File: config.mk
export PLATFORM = sky130hd
export DESIGN_NAME = spm_serial_pin_mux
export DESIGN_NICKNAME = d
export VERILOG_FILES = /design/src/verilog/spm_pkg.sv /design/src/verilog/spm_serial_pin_mux.sv /design/src/verilog/spm_pin_sync.sv
export SDC_FILE = /design/constraint.sdc
export NUM_CORES = 1
export LEC_CHECK = 0
export BUFFER_PORTS_ARGS = -buffer_cell sky130_fd_sc_hd__buf_2
export CAP_MARGIN = 20
export CORE_MARGIN = 3
export CORE_UTILIZATION = 35
export CTS_BUF_LIST = sky130_fd_sc_hd__clkbuf_4
export DETAILED_ROUTE_END_ITERATION = 10
export PLACE_DENSITY = 0.58
export SLEW_MARGIN = 15
export SYNTH_ARGS = -nofsm -noshare
export SYNTH_HDL_FRONTEND = slang
export SYNTH_SLANG_ARGS = --single-unit
File: constraint.sdc
create_clock -name ref_clk -period 2.4 [get_ports ref_clk]
set_clock_uncertainty 0.05 [all_clocks]
set_input_delay 0.24 -clock ref_clk [delete_from_list [all_inputs] [get_ports ref_clk]]
set_output_delay 0.24 -clock ref_clk [all_outputs]
set_load 0.005 [all_outputs]
File: src/verilog/spm_pkg.sv
package spm_pkg;
    // interface mode codes, as held in the mode register field
    localparam logic [1:0] MODE_NONMUX = 2'h0;
    localparam logic [1:0] MODE_IDL = 2'h1;
    localparam logic [1:0] MODE_GCI = 2'h2;
    localparam logic [1:0] MODE_PCM = 2'h3;

    // pcm channel route codes, one per channel
    localparam logic [1:0] ROUTE_NONE = 2'h0;
    localparam logic [1:0] ROUTE_CTRL_ONE = 2'h1;
    localparam logic [1:0] ROUTE_CTRL_TWO = 2'h2;

    // decoded pcm sync pair {sync_high, sync_low}
    localparam logic [1:0] PCM_IDLE = 2'h0;
    localparam int PCM_CHANNELS = 3;

    // strobe select field bits
    localparam int STROBE_B1_BIT = 0;
    localparam int STROBE_B2_BIT = 1;

    // positions in the synchronised pin vector
    localparam int PIN_RXD = 0;
    localparam int PIN_RCLK = 1;
    localparam int PIN_TCLK = 2;
    localparam int PIN_CD = 3;
    localparam int PIN_CTS = 4;
    localparam int PIN_PA_LSB = 5;
    localparam int PA_WIDTH = 8;
    localparam int PIN_SCP_LSB = 13;
    localparam int SCP_WIDTH = 3;
    localparam int PIN_COUNT = 16;

    // port a bit roles when dedicated
    localparam int PA_RXD = 0;
    localparam int PA_TXD = 1;
    localparam int PA_RCLK = 2;
    localparam int PA_TCLK = 3;
    localparam int PA_RTS = 5;
    localparam int PA_STROBE = 7;

    // event filter: level must differ across this many clock edges
    localparam logic [1:0] EVENT_EDGES = 2'h2;
    localparam int EVENT_CD = 0;
    localparam int EVENT_CTS = 1;

    // default isdn b slot length in line clocks
    localparam int SLOT_BITS_DEFAULT = 8;
endpackage

File: src/verilog/spm_serial_pin_mux.sv
// What this block does
// - eighteen serial pins, their functions picked by the interface mode and the port a and scp selects.
// - supports non-multiplexed mode plus interchip link, gci and pcm highway modes.
// - in multiplexed modes the seven-pin group feeds both serial controllers.
// - seven pins to controller one, eight to controller two or port a, three scp.
// - each shared port a pin is separately general io or dedicated function.
// - receive data pin is always an input, routed by mode.
// - transmit data optional open-drain, three-state in link and pcm, open-drain in gci.
// - receive clock pin is input in multiplexed modes, output with internal baud clock.
// - transmit clock pin is clock, pcm sync low input, or first data strobe.
// - carrier detect pin is carrier detect, line frame sync, or pcm sync high.
// - request pin is request to send, line request, gci data clock, or pcm request.
// - second data strobe leaves on port a bit seven in link and gci modes.
// - internal baud clock drives both clock pins unless clock control disables them.
// - controller two clock outputs can be disabled by port a control.
// - pcm sync pair 00 idles the line, 01/10/11 select channels one to three.
// - each pcm channel reaches the controller named in the mode register.
// - data strobes mark b1 and/or b2 slots as mode and mask registers select.
// - carrier detect event once changed level holds over more than one receive clock.
// - clear-to-send event once change holds over more than one transmit clock; optional abort.
// - request to send is active high in pcm highway mode.
// - in non-multiplexed mode request to send follows controller one having anything to send.
module spm_serial_pin_mux #(
    parameter int SLOT_BITS = spm_pkg::SLOT_BITS_DEFAULT
) (
    // clock and reset
    input wire logic ref_clk,
    input wire logic srst,
    // mode and clock control configuration
    input wire logic [1:0] if_mode,
    input wire logic [5:0] pcm_route,
    input wire logic strobe_mask_en,
    input wire logic [1:0] strobe1_sel,
    input wire logic [1:0] strobe2_sel,
    input wire logic ctrl1_int_clk,
    input wire logic ctrl2_int_clk,
    input wire logic clk_out_en,
    input wire logic pa_clk_out_en,
    input wire logic txd_open_drain,
    input wire logic cts_abort_en,
    input wire logic [7:0] pa_dedicated,
    input wire logic [2:0] scp_sel,
    // first controller side
    input wire logic ctrl1_txd,
    input wire logic ctrl1_tx_active,
    input wire logic ctrl1_brg_clk,
    output logic ctrl1_rxd,
    output logic ctrl1_rx_en,
    output logic ctrl1_tx_en,
    output logic ctrl1_rclk,
    output logic ctrl1_tclk,
    output logic ctrl1_cd,
    output logic ctrl1_cts,
    output logic ctrl1_cd_event,
    output logic ctrl1_cts_event,
    output logic ctrl1_tx_abort,
    // second controller side
    input wire logic ctrl2_txd,
    input wire logic ctrl2_tx_active,
    input wire logic ctrl2_brg_clk,
    output logic ctrl2_rxd,
    output logic ctrl2_rx_en,
    output logic ctrl2_tx_en,
    output logic ctrl2_rclk,
    // status/control port and general io side
    input wire logic scp_txd,
    input wire logic scp_clk,
    input wire logic [7:0] gpio_out,
    input wire logic [7:0] gpio_oe,
    input wire logic [2:0] scp_gpio_out,
    input wire logic [2:0] scp_gpio_oe,
    output logic [7:0] gpio_in,
    output logic [2:0] scp_in,
    output logic [1:0] pcm_channel,
    // seven-pin line group
    input wire logic receive_data_pin_in,
    input wire logic receive_clock_pin_in,
    output logic receive_clock_pin_out,
    output logic receive_clock_pin_oe,
    input wire logic transmit_clock_pin_in,
    output logic transmit_clock_pin_out,
    output logic transmit_clock_pin_oe,
    output logic transmit_data_pin_out,
    output logic transmit_data_pin_oe,
    input wire logic carrier_detect_pin_in,
    input wire logic clear_to_send_pin_in,
    output logic request_to_send_pin_out,
    // port a and scp pins
    input wire logic [7:0] port_a_pin_in,
    output logic [7:0] port_a_pin_out,
    output logic [7:0] port_a_pin_oe,
    input wire logic [2:0] scp_pin_in,
    output logic [2:0] scp_pin_out,
    output logic [2:0] scp_pin_oe
);
    localparam int CNT_W = 8;

    if (SLOT_BITS < 1 || 2 * SLOT_BITS > 255) begin : g_bad_slot
        $error("SLOT_BITS must lie in 1..127");
    end

    // true when any channel whose code matches sel routes to ctrl
    function automatic logic route_hit(input logic [1:0] sel, input logic [5:0] routes,
                                       input logic [1:0] ctrl);
        route_hit = (sel != spm_pkg::PCM_IDLE) && (routes[2*(sel-2'h1) +: 2] == ctrl);
    endfunction

    logic [1:0] mode_reg;
    logic [CNT_W-1:0] bit_cnt_reg;
    logic [CNT_W-1:0] bit_cnt_next;
    logic brg1_last_reg;
    logic [1:0] ev_filt_reg;
    logic [1:0] ev_cnt_reg [2];
    logic [1:0] ev_fire;
    logic [spm_pkg::PIN_COUNT-1:0] pin_lvl;
    logic [spm_pkg::PIN_COUNT-1:0] pin_rise;

    // every line-side pin is resynchronised before use
    spm_pin_sync #(
        .WIDTH(spm_pkg::PIN_COUNT)
    ) u_pin_sync (
        .ref_clk(ref_clk),
        .srst(srst),
        .async_in({scp_pin_in, port_a_pin_in, clear_to_send_pin_in, carrier_detect_pin_in,
                   transmit_clock_pin_in, receive_clock_pin_in, receive_data_pin_in}),
        .level(pin_lvl),
        .rise(pin_rise)
    );

    // mode decode
    wire is_nmx = mode_reg == spm_pkg::MODE_NONMUX;
    wire is_idl = mode_reg == spm_pkg::MODE_IDL;
    wire is_gci = mode_reg == spm_pkg::MODE_GCI;
    wire is_pcm = mode_reg == spm_pkg::MODE_PCM;
    wire is_isdn = is_idl | is_gci;
    wire rxd_s = pin_lvl[spm_pkg::PIN_RXD];
    wire rclk_s = pin_lvl[spm_pkg::PIN_RCLK];
    wire tclk_s = pin_lvl[spm_pkg::PIN_TCLK];
    wire cd_s = pin_lvl[spm_pkg::PIN_CD];
    wire cts_s = pin_lvl[spm_pkg::PIN_CTS];
    wire [7:0] pa_s = pin_lvl[spm_pkg::PIN_PA_LSB +: spm_pkg::PA_WIDTH];
    wire [2:0] scp_s = pin_lvl[spm_pkg::PIN_SCP_LSB +: spm_pkg::SCP_WIDTH];

    // pcm channel decode from the two sync inputs
    wire [1:0] pcm_ch = {cd_s, tclk_s};
    wire c1_route = route_hit(pcm_ch, pcm_route, spm_pkg::ROUTE_CTRL_ONE);
    wire c2_route = route_hit(pcm_ch, pcm_route, spm_pkg::ROUTE_CTRL_TWO);
    wire c1_on_highway = (pcm_route[1:0] == spm_pkg::ROUTE_CTRL_ONE)
                       | (pcm_route[3:2] == spm_pkg::ROUTE_CTRL_ONE)
                       | (pcm_route[5:4] == spm_pkg::ROUTE_CTRL_ONE);

    // isdn slots counted in line clocks from the frame sync edge
    wire frame_start = is_isdn & pin_rise[spm_pkg::PIN_CD];
    wire b1_slot = bit_cnt_reg < CNT_W'(SLOT_BITS);
    wire b2_slot = !b1_slot && (bit_cnt_reg < CNT_W'(2 * SLOT_BITS));
    wire data_strobe_one = strobe_mask_en & ((strobe1_sel[spm_pkg::STROBE_B1_BIT] & b1_slot)
              | (strobe1_sel[spm_pkg::STROBE_B2_BIT] & b2_slot));
    wire data_strobe_two = strobe_mask_en & ((strobe2_sel[spm_pkg::STROBE_B1_BIT] & b1_slot)
              | (strobe2_sel[spm_pkg::STROBE_B2_BIT] & b2_slot));
    // b channels go to controller two, d channel time to controller one
    wire isdn_c2 = b1_slot | b2_slot;
    wire own_c1 = is_pcm ? c1_route : ~isdn_c2;
    wire own_c2 = is_pcm ? c2_route : isdn_c2;

    // slot counter: saturates so a lost sync cannot wrap into a slot
    always_comb begin
        bit_cnt_next = bit_cnt_reg;
        if (frame_start) begin
            bit_cnt_next = '0;
        end else if (is_isdn && pin_rise[spm_pkg::PIN_RCLK] && bit_cnt_reg != '1) begin
            bit_cnt_next = bit_cnt_reg + 1'b1;
        end
    end

    // line transmit source and activity
    wire line_txd = own_c1 ? ctrl1_txd : ctrl2_txd;
    wire line_act = (own_c1 & ctrl1_tx_active) | (own_c2 & ctrl2_tx_active);
    wire txd_out_next = is_nmx ? (~txd_open_drain & ctrl1_txd)
                      : (is_gci ? 1'b0 : line_txd);
    wire txd_oe_next = is_nmx ? (~txd_open_drain | ~ctrl1_txd)
                     : (is_gci ? (line_act & ~line_txd) : line_act);

    // clock pins: baud clock out only in non-multiplexed internal-clock mode
    wire c1_clk_drive = is_nmx & ctrl1_int_clk & clk_out_en;
    wire rclk_oe_next = c1_clk_drive;
    wire tclk_oe_next = c1_clk_drive | is_isdn;
    wire tclk_out_next = is_isdn ? data_strobe_one : ctrl1_brg_clk;
    wire c1_int = is_nmx & ctrl1_int_clk;
    wire rclk_c1 = c1_int ? ctrl1_brg_clk : rclk_s;
    wire tclk_c1 = is_nmx ? (ctrl1_int_clk ? ctrl1_brg_clk : tclk_s) : rclk_s;

    // request pin function per mode
    wire rts_next = is_nmx ? ~ctrl1_tx_active
                  : is_idl ? ctrl1_tx_active
                  : is_gci ? rclk_s
                  : (ctrl1_tx_active & c1_on_highway);

    // port a dedicated functions
    wire c2_clk_drive = pa_clk_out_en & (is_nmx ? ctrl2_int_clk : 1'b1);
    wire [7:0] pa_ded_out = {
        is_isdn ? data_strobe_two : ctrl2_brg_clk,
        1'b0,
        is_pcm ? ctrl2_tx_active : ~ctrl2_tx_active,
        1'b0,
        ctrl2_brg_clk,
        ctrl2_brg_clk,
        ctrl2_txd,
        1'b0
    };
    wire [7:0] pa_ded_oe = {1'b1, 1'b0, 1'b1, 1'b0, c2_clk_drive,
                            is_nmx & c2_clk_drive, 1'b1, 1'b0};
    wire [7:0] pa_out_next = (pa_dedicated & pa_ded_out) | (~pa_dedicated & gpio_out);
    wire [7:0] pa_oe_next = (pa_dedicated & pa_ded_oe) | (~pa_dedicated & gpio_oe);
    wire [2:0] scp_out_next = (scp_sel & {scp_clk, scp_txd, 1'b0})
                            | (~scp_sel & scp_gpio_out);
    wire [2:0] scp_oe_next = (scp_sel & 3'h6) | (~scp_sel & scp_gpio_oe);
    wire c2_ded_nmx = is_nmx & pa_dedicated[spm_pkg::PA_RXD];
    wire rclk_c2 = is_nmx ? (ctrl2_int_clk ? ctrl2_brg_clk : pa_s[spm_pkg::PA_RCLK]) : rclk_s;

    // brg edge serves as the receive/transmit clock when internal
    wire brg1_rise = ctrl1_brg_clk & ~brg1_last_reg;
    wire rx_edge = c1_int ? brg1_rise : pin_rise[spm_pkg::PIN_RCLK];
    wire tx_edge = c1_int ? brg1_rise : pin_rise[spm_pkg::PIN_TCLK];
    wire [1:0] ev_raw = {cts_s, cd_s};
    wire [1:0] ev_edge = {tx_edge, rx_edge};

    // change filters: a new level must persist beyond one line clock
    for (genvar i = 0; i < 2; i++) begin : g_event
        assign ev_fire[i] = is_nmx && ev_raw[i] != ev_filt_reg[i]
                          && ev_edge[i] && ev_cnt_reg[i] == spm_pkg::EVENT_EDGES - 2'h1;
        always_ff @(posedge ref_clk) begin
            if (srst) begin
                ev_filt_reg[i] <= 1'b1;
                ev_cnt_reg[i] <= 2'h0;
            end else if (ev_raw[i] == ev_filt_reg[i] || !is_nmx) begin
                ev_cnt_reg[i] <= 2'h0;
            end else if (ev_fire[i]) begin
                ev_filt_reg[i] <= ev_raw[i];
                ev_cnt_reg[i] <= 2'h0;
            end else if (ev_edge[i]) begin
                ev_cnt_reg[i] <= ev_cnt_reg[i] + 2'h1;
            end
        end
    end

    // state and mode capture; the mode register takes if_mode on every clock
    always_ff @(posedge ref_clk) begin
        if (srst) begin
            mode_reg <= spm_pkg::MODE_NONMUX;
            bit_cnt_reg <= '1;
            brg1_last_reg <= 1'b0;
        end else begin
            mode_reg <= if_mode;
            bit_cnt_reg <= bit_cnt_next;
            brg1_last_reg <= ctrl1_brg_clk;
        end
    end

    // line group and controller outputs, all registered
    always_ff @(posedge ref_clk) begin
        if (srst) begin
            transmit_data_pin_out <= 1'b1;
            transmit_data_pin_oe <= 1'b0;
            receive_clock_pin_out <= 1'b0;
            receive_clock_pin_oe <= 1'b0;
            transmit_clock_pin_out <= 1'b0;
            transmit_clock_pin_oe <= 1'b0;
            request_to_send_pin_out <= 1'b1;
            ctrl1_rxd <= 1'b1;
            ctrl1_rx_en <= 1'b0;
            ctrl1_tx_en <= 1'b0;
            ctrl1_rclk <= 1'b0;
            ctrl1_tclk <= 1'b0;
            ctrl1_cd <= 1'b1;
            ctrl1_cts <= 1'b1;
            ctrl1_cd_event <= 1'b0;
            ctrl1_cts_event <= 1'b0;
            ctrl1_tx_abort <= 1'b0;
            pcm_channel <= spm_pkg::PCM_IDLE;
        end else begin
            transmit_data_pin_out <= txd_out_next;
            transmit_data_pin_oe <= txd_oe_next;
            receive_clock_pin_out <= ctrl1_brg_clk;
            receive_clock_pin_oe <= rclk_oe_next;
            transmit_clock_pin_out <= tclk_out_next;
            transmit_clock_pin_oe <= tclk_oe_next;
            request_to_send_pin_out <= rts_next;
            ctrl1_rxd <= rxd_s;
            ctrl1_rx_en <= is_nmx | own_c1;
            ctrl1_tx_en <= is_nmx | own_c1;
            ctrl1_rclk <= rclk_c1;
            ctrl1_tclk <= tclk_c1;
            ctrl1_cd <= ev_filt_reg[spm_pkg::EVENT_CD];
            ctrl1_cts <= ev_filt_reg[spm_pkg::EVENT_CTS];
            ctrl1_cd_event <= ev_fire[spm_pkg::EVENT_CD];
            ctrl1_cts_event <= ev_fire[spm_pkg::EVENT_CTS];
            ctrl1_tx_abort <= ev_fire[spm_pkg::EVENT_CTS] & cts_abort_en;
            pcm_channel <= is_pcm ? pcm_ch : spm_pkg::PCM_IDLE;
        end
    end

    // port a, scp and second controller outputs
    always_ff @(posedge ref_clk) begin
        if (srst) begin
            port_a_pin_out <= 8'h00;
            port_a_pin_oe <= 8'h00;
            scp_pin_out <= 3'h0;
            scp_pin_oe <= 3'h0;
            gpio_in <= 8'h00;
            scp_in <= 3'h0;
            ctrl2_rxd <= 1'b1;
            ctrl2_rx_en <= 1'b0;
            ctrl2_tx_en <= 1'b0;
            ctrl2_rclk <= 1'b0;
        end else begin
            port_a_pin_out <= pa_out_next;
            port_a_pin_oe <= pa_oe_next;
            scp_pin_out <= scp_out_next;
            scp_pin_oe <= scp_oe_next;
            gpio_in <= pa_s;
            scp_in <= scp_s;
            ctrl2_rxd <= is_nmx ? pa_s[spm_pkg::PA_RXD] : rxd_s;
            ctrl2_rx_en <= c2_ded_nmx | (~is_nmx & own_c2);
            ctrl2_tx_en <= c2_ded_nmx | (~is_nmx & own_c2);
            ctrl2_rclk <= rclk_c2;
        end
    end

    property p_pcm_idle;
        @(posedge ref_clk) disable iff (srst)
        is_pcm && pcm_ch == spm_pkg::PCM_IDLE |=> !transmit_data_pin_oe && !ctrl1_rx_en;
    endproperty
    a_pcm_idle: assert property (p_pcm_idle) else $error("pcm idle slot not released");

    property p_rxd_path;
        @(posedge ref_clk) disable iff (srst)
        1'b1 |=> ctrl1_rxd == $past(rxd_s);
    endproperty
    a_rxd_path: assert property (p_rxd_path) else $error("receive data not forwarded");

    property p_gci_od;
        @(posedge ref_clk) disable iff (srst)
        is_gci |=> !transmit_data_pin_out;
    endproperty
    a_gci_od: assert property (p_gci_od) else $error("gci transmit drove high");

    property p_rclk_in;
        @(posedge ref_clk) disable iff (srst)
        !is_nmx ##1 !is_nmx |-> !receive_clock_pin_oe;
    endproperty
    a_rclk_in: assert property (p_rclk_in) else $error("receive clock driven in mux mode");

    property p_data_strobe_one;
        @(posedge ref_clk) disable iff (srst)
        is_isdn |=> transmit_clock_pin_oe && transmit_clock_pin_out == $past(data_strobe_one);
    endproperty
    a_data_strobe_one: assert property (p_data_strobe_one) else $error("first strobe not on clock pin");

    property p_clk_drive;
        @(posedge ref_clk) disable iff (srst)
        is_nmx && ctrl1_int_clk && clk_out_en |=> receive_clock_pin_oe && transmit_clock_pin_oe;
    endproperty
    a_clk_drive: assert property (p_clk_drive) else $error("baud clock not driven");

    property p_cd_event;
        @(posedge ref_clk) disable iff (srst)
        ctrl1_cd_event |=> ctrl1_cd != $past(ctrl1_cd) && !ctrl1_cd_event;
    endproperty
    a_cd_event: assert property (p_cd_event) else $error("cd event without level change");

    property p_rts_pcm;
        @(posedge ref_clk) disable iff (srst)
        is_pcm && ctrl1_tx_active && c1_on_highway |=> request_to_send_pin_out;
    endproperty
    a_rts_pcm: assert property (p_rts_pcm) else $error("pcm request not high");

    property p_rts_nmx;
        @(posedge ref_clk) disable iff (srst)
        is_nmx && ctrl1_tx_active |=> !request_to_send_pin_out;
    endproperty
    a_rts_nmx: assert property (p_rts_nmx) else $error("request not asserted low");

    property p_pa_clk_off;
        @(posedge ref_clk) disable iff (srst)
        !pa_clk_out_en && pa_dedicated[spm_pkg::PA_TCLK] |=> !port_a_pin_oe[spm_pkg::PA_TCLK];
    endproperty
    a_pa_clk_off: assert property (p_pa_clk_off) else $error("second clock not disabled");

    property p_strobe2;
        @(posedge ref_clk) disable iff (srst)
        is_isdn && pa_dedicated[spm_pkg::PA_STROBE]
        |=> port_a_pin_out[spm_pkg::PA_STROBE] == $past(data_strobe_two);
    endproperty
    a_strobe2: assert property (p_strobe2) else $error("second strobe missing");

    c_pcm_ch3: cover property (@(posedge ref_clk) disable iff (srst) is_pcm && pcm_ch == 2'h3);
    c_cts_abort: cover property (@(posedge ref_clk) disable iff (srst) ctrl1_tx_abort);
    c_b2_strobe: cover property (@(posedge ref_clk) disable iff (srst) is_idl && b2_slot && data_strobe_one);
endmodule // spm_serial_pin_mux

File: src/verilog/spm_pin_sync.sv
module spm_pin_sync #(
    parameter int WIDTH = 1
) (
    // clock and reset
    input wire logic ref_clk,
    input wire logic srst,
    // asynchronous pins
    input wire logic [WIDTH-1:0] async_in,
    // synchronised level and rising edge
    output logic [WIDTH-1:0] level,
    output logic [WIDTH-1:0] rise
);
    logic [WIDTH-1:0] meta_reg;
    logic [WIDTH-1:0] stable_reg;
    logic [WIDTH-1:0] last_reg;

    // first stage feeds only the second; both fill during reset, which must span two edges
    always_ff @(posedge ref_clk) begin
        meta_reg <= async_in;
        stable_reg <= meta_reg;
    end

    // edge memory held high in reset so an idle-high pin gives no false edge
    always_ff @(posedge ref_clk) begin
        if (srst) begin
            last_reg <= '1;
        end else begin
            last_reg <= stable_reg;
        end
    end

    // edges seen only on settled stages
    assign level = stable_reg;
    assign rise = stable_reg & ~last_reg;
endmodule // spm_pin_sync

## Word level (Yosys, flattened, before mapping)

Memories as Yosys holds them, arrays and structs flattened.
Cells that the tools add are included.

| word-level totals | value |
|---|---|
| logic and storage cells | 196 |
| input port bits | 78 |
| bits in writable memories | 4 |
| flip-flop bits (word level) | 102 |
| memories | 1 |
| bits in latches | 0 |
| ROM bits | 0 |

| operators by class | value |
|---|---|
| $add $sub $neg | 4 |
| bitwise gates (word level) | 63 |
| reduce and logical (&&, ||, !) cells | 21 |
| equality and inequality tests | 15 |
| shift-type cells | 1 |
| mux-type cells | 56 |
| div/mod/pow operators | 0 |
| magnitude comparators | 2 |
| multipliers | 0 |

Memory list:

| name | depth | width | rd ports | clocked after Yosys merged registers in | wr ports | line | source |
|---|---|---|---|---|---|---|---|
| ev_cnt_reg | 2 | 2 | 2 | 0 | 2 | spm_serial_pin_mux.sv:113 | `logic [1:0] ev_cnt_reg [2];` |

Operators by type and width:

| cell | number |
|---|---|
| $mux 1 | 48 |
| $shiftx 6x33->2 | 1 |
| $and 8x8->8 | 4 |
| $and 1x1->1 | 20 |
| $or 1x1->1 | 17 |
| $mux 8 | 2 |
| $or 8x8->8 | 2 |
| $eq 2x1->1 const B | 7 |
| $mux 2 | 6 |
| $logic_and 1x1->1 | 11 |
| $not 1->1 | 11 |
| $and 3x3->3 | 3 |
| $add 8x1->8 const B | 1 |
| $lt 8x4->1 const B | 1 |
| $lt 8x5->1 const B | 1 |
| $ne 8x8->1 const B | 1 |
| $not 8->8 | 1 |
| $eq 2x2->1 const B | 3 |
| $or 3x3->3 | 2 |
| $add 2x1->2 const B | 2 |
| $and 4x4->4 | 1 |
| $not 4->4 | 1 |
| $reduce_and 2->1 | 2 |
| $reduce_bool 2->1 | 2 |
| other kinds (8) | 12 |

## Depth between registers and ports, before layout

| logic depth | value |
|---|---|
| depth after elaboration | 11 |
| gate-level depth with buffers | 8 |
| mapped depth without buffers | 7 |

## Modules after synthesis

A second synthesis with hierarchy kept.

| unflattened totals | value |
|---|---|
| cell total of the unflattened synthesis | 358 |
| area, all modules | 3,971.3 sq um |

By module, submodules not included:

| module | instances | sequential area each (sq um) | cells an instance | area an instance (sq um) |
|---|---|---|---|---|
| spm_serial_pin_mux | 1 | 1,441.4 | 277 | 2,798.9 |
| spm_pin_sync | 1 | 960.9 | 81 | 1,172.4 |

## Worst setup path after synthesis

No wires, ideal clock.

| path | value |
|---|---|
| path type | register to register |
| from | register u_pin_sync.stable_reg[2] (netlist: u_pin_sync.level[2]) |
| to | register transmit_data_pin_out |
| stages on the path, launching flop included | 8 |
| arrival time | 1,791 ps |
| slack | 428 ps |
| setup time | 131 ps |
| buffers on the path | 0 |
| cell sequence | dfxtp_1 -> inv_1 -> ha_1 -> mux2_4 -> a221oi_2 -> a21o_1 -> mux2i_1 -> o31ai_1 |

| between the ends | value |
|---|---|
| longest elaborated chain between the ends | 8 |

Ends and longest elaborated chain:

| element | line | source |
|---|---|---|
| from (decl) | spm_pin_sync.sv:14 | `logic [WIDTH-1:0] stable_reg;` |
| from (signal assigned) | spm_pin_sync.sv:20 | `stable_reg <= meta_reg;` |
| $sub 2x1->3 | spm_serial_pin_mux.sv:105 | `route_hit = (sel != spm_pkg::PCM_IDLE) && (routes[2*(sel-2'h1) +: 2] == ctrl);` |
| $shiftx 6x33->2 | spm_serial_pin_mux.sv:105 |  |
| $eq 2x1->1 | spm_serial_pin_mux.sv:105 |  |
| $logic_and 1x1->1 (*) | spm_serial_pin_mux.sv:105 |  |
| $mux 1 (*) | spm_serial_pin_mux.sv:162 | `wire own_c1 = is_pcm ? c1_route : ~isdn_c2;` |
| $mux 1 (*) | spm_serial_pin_mux.sv:176 | `wire line_txd = own_c1 ? ctrl1_txd : ctrl2_txd;` |
| $mux 1 (*) | spm_serial_pin_mux.sv:179 | `: (is_gci ? 1'b0 : line_txd);` |
| $mux 1 (*) | spm_serial_pin_mux.sv:178 | `wire txd_out_next = is_nmx ? (~txd_open_drain & ctrl1_txd)` |
| to (signal assigned) | spm_serial_pin_mux.sv:281 | `transmit_data_pin_out <= txd_out_next;` |
| to (decl) | spm_serial_pin_mux.sv:83 | `output logic transmit_data_pin_out,` |

Mark *: on every way between the ends. The rest lies on a longest branch, timed or not.
A chain may end at the register's enable or synchronous reset.

## Worst setup path after layout

| path | value |
|---|---|
| from | register mode_reg[1] |
| to | register port_a_pin_oe[3] |

| between the ends | value |
|---|---|
| longest elaborated chain between the ends | 5 |

Ends and longest elaborated chain:

| element | line | source |
|---|---|---|
| from (decl) | spm_serial_pin_mux.sv:108 | `logic [1:0] mode_reg;` |
| from (signal assigned) | spm_serial_pin_mux.sv:249 | `mode_reg <= spm_pkg::MODE_NONMUX;` |
| from (signal assigned) | spm_serial_pin_mux.sv:253 | `mode_reg <= if_mode;` |
| $logic_not 2->1 | spm_serial_pin_mux.sv:131 | `wire is_nmx = mode_reg == spm_pkg::MODE_NONMUX;` |
| $mux 1 | spm_serial_pin_mux.sv:199 | `wire c2_clk_drive = pa_clk_out_en & (is_nmx ? ctrl2_int_clk : 1'b1);` |
| $and 1x1->1 | spm_serial_pin_mux.sv:199 |  |
| $and 8x8->8 | spm_serial_pin_mux.sv:213 | `wire [7:0] pa_oe_next = (pa_dedicated & pa_ded_oe) \| (~pa_dedicated & gpio_oe);` |
| $or 8x8->8 | spm_serial_pin_mux.sv:213 |  |
| to (signal assigned) | spm_serial_pin_mux.sv:317 | `port_a_pin_oe <= pa_oe_next;` |
| to (decl) | spm_serial_pin_mux.sv:91 | `output logic [7:0] port_a_pin_oe,` |

No other way between the ends.

==> flow_summary.toml <==
[run_status]
status = "complete, no violations"

[place]
place_hpwl_mm = 5.871
io_buffers = 133
pre_cts_ws_ps = 341.0
gp_congestion = 0.7755
post-place-cells = 579

[worst_setup_path]
worst-r2r-setup-slack_ps = 220
r2r_end = "port_a_pin_oe[3]$_SDFF_PP0_"
cp-end-kind = "register"
r2r-start = "mode_reg[1]$_SDFF_PP0_"
max_stage_delay_ps = 560
crit_top_cell = "inv_1"
critPathMaxFanout = 13
critical_path_class = "reg -> reg"
critPathSlowestCell = "dlygate4sd3_1"
cp_data_required_time_ps = 2700
cp_cell_sequence = "inv_1 -> ha_1 -> buf_4 -> inv_1 -> o211ai_1 -> a21oi_1 -> dlygate4sd3_1"
r2r_cells = 7
critPathLaunchType = "register"
cp.arrival_ps = 2480

[clock_tree]
clockBufferDepth = 2
clk_pin_slew_ps = 170
htree_levels = 3
clock_latency_ps = 450
clock-root-buffer = "clkbuf_4"
cts_sinks = 105
post-cts-setup-buffer-count = 0
cts-buffers-inserted = 9
cts_tree = "yes"

[power_and_ir_drop]
p_sw_uw = 821.8
irDropWorstVdd_uv = 343.6
leakage_uw = 0.002426
p_sw_share_pct = 26.16
power.internal_uw = 2320
clkPwrFrac_pct = 26.6
pwr-share-seq_pct = 60.0
powerDensity_nw_per_um2 = 608.1
combPwrFrac_pct = 13.4
p_total_uw = 3142

[synthesis]
syn_nets = 406
ys_seq_elements = 105
synth_top_area_cell = "dfxtp_1"
netlist.area_leader.share_pct = 56.39
synth_edf_count = 4
syn_inst = 320
async_reset_ff_share_pct = 0
netlist_area_sq_um = 3586
ys.flop_type = "dfxtp_1"
synth_area_leaders = "dfxtp_1, mux2i_1, edfxtp_1, nor2b_1, ha_1"
syn-mean-instance-area_sq_um = 11.21
netlist-cell-type-count = 55
synth_seq_area_share_pct = 59.73
yosys_warnings = 0

[layout]
layout-drive-gt1-share_pct = 32.70
post-route-util_pct = 52.37
multi_input_area_sq_um = 1338
final_common_cell = "buf_2"
finalNetCount = 607
fillers = 891
seq_area_sq_um = 2142
n_antenna_cell = 0
syn_to_final_growth_pct = 44.07
layout_common_cells = "buf_2, dfxtp_1, dlygate4sd3_1, nor2_1, nor2b_1"
final_cells = 659

[grt]
grt_pass1_vias = 2971
grt_remaining_overflow = 0
antenna_found_initial = 0
grt_pass1_wl_mm = 13.50
grt_max_degree = 35
track_usage_pct = 15.01

[die]
die_h_um = 107.2
start_util_pct = 36.35
die_area_sq_um = 11500
rows = 36
num_io_pins = 134
die_width_um = 107.2
fp.coreArea_sq_um = 9864

[drt]
ant_nets = 0
dr.pass1.iters = 4
drcViolationCount = 0
wl_per_cell_um = 12.90
vias = 2933
wl_mm = 8.504
viasPerCell = 4.451
dr.first_iter.drc_count = 98

[sta]
tns_ps = 0
fin_crit_sh_pct = 90.76
setup_slack_ps = 221.7
slew_viol_final = 0
rsz0062_at_grt = "no"
finalHoldViolCount = 0
fin_crit_ps = 2178
finalSetupViolCount = 0
relSlewSlack_pct = 77.27
worst_slew_pin_slew_ps = 338.4
max_freq_ghz = 0.4591

[hold_path]
hold-path-endpoint = "ctrl1_rclk$_SDFF_PP0_"
hold_class = "in -> reg"
hp-start = "ctrl1_int_clk"
whs_path_depth = 3

[flow_run]
maxCapViolCount = 0
-- final cells by class --
type | count | area share (%)
Sequential cell | 105 | 41.46
Multi-Input combinational cell | 189 | 25.89
Timing Repair Buffer | 201 | 25.87
Tap cell | 133 | 3.221
Clock buffer | 9 | 1.308
Clock inverter | 7 | 1.163
Inverter | 15 | 1.090
-- synth_stat cells, drive strengths merged, types with 2 or more instances --
cell type / number
edfxtp: 4
dfxtp: 101
and3: 2
a31o: 5
o21ai: 4
nor2: 25
buf: 5
nor3: 5
a21oi: 10
nand2: 14
or2: 6
nand4: 5
inv: 15
xor2: 2
xnor2: 6
or2b: 2
a211o: 3
nor3b: 11
mux2: 3
ha: 8
a21o: 6
a311oi: 3
mux2i: 12
nand3: 7
nand2b: 10
clkbuf: 6
a31oi: 2
o21bai: 2
nor2b: 20
-- power groups by stage --
stage / clock (uW) / sequential, uW / combinational (uW)
2_1_floorplan: 0 / 1930 / 168
3_3_place_gp: 0 / 1920 / 333
3_5_place_dp: 0 / 1920 / 338
4_1_cts: 890 / 1890 / 422
5_1_grt: 959 / 1900 / 468
6_report: 836 / 1880 / 421
-- through the flow --
stage,hold WS (ps),cell area [sq um]
final,47.00,5166
after global routing,21.88,5166
after CTS,3.444,5166
after detailed placement,262.1,4398
after global placement,260.2,4398
after floorplan,217.7,3586
-- critical path: cells and delay by family, from the launching register on --
family / cells / cell delay (ps)
adders and majority gates: 1 / 330
AOI/OAI and AO/OA: 2 / 300
DFF: 1 / 370
buffers and inverters: 4 / 1040
-- routing by layer --
| metal | track usage, % | wire length [um] | vias to the layer above |
|---|---|---|---|
| met5 | 0 | 0 | - |
| met3 | 3.492 | 582 | 14 |
| li1 | - | - | 1492 |
| met4 | 6.849 | 180 | 0 |
| met1 | 17.69 | 3754 | 1307 |
| met2 | 25.78 | 3986 | 120 |
-- timing repair --
item | 4_1_cts | 5_1_grt
resized for setup | 0 | 0
hold buffers | 64 | 0
hold endpoints to repair | 46 | 0
-- worst max-delay path by stage --
stage,start,slack (ps),endpoint,depth (start not counted)
2_1_floorplan,u_pin_sync.level[2]$_DFF_P_,430,transmit_data_pin_out$_SDFF_PP1_,7
3_3_place_gp,u_pin_sync.level[3]$_DFF_P_,410,transmit_data_pin_out$_SDFF_PP1_,7
3_5_place_dp,u_pin_sync.level[3]$_DFF_P_,340,transmit_data_pin_out$_SDFF_PP1_,7
4_1_cts,mode_reg[1]$_SDFF_PP0_,220,port_a_pin_oe[3]$_SDFF_PP0_,7
5_1_grt,mode_reg[1]$_SDFF_PP0_,100,port_a_pin_oe[3]$_SDFF_PP0_,7
6_report,mode_reg[1]$_SDFF_PP0_,220,port_a_pin_oe[3]$_SDFF_PP0_,7
-- logic make-up after synthesis --
logic type	after synthesis	share of synthesized area (%)
AOI/OAI and AO/OA	45	9.526
xor gates and xnor gates	8	1.954
adders and majority gates	8	2.791
buffers and inverters	26	2.965
DFF	105	59.73
muxes	15	4.396
and+or+nand+nor	113	18.63
Power figures use the tool's default switching activity.
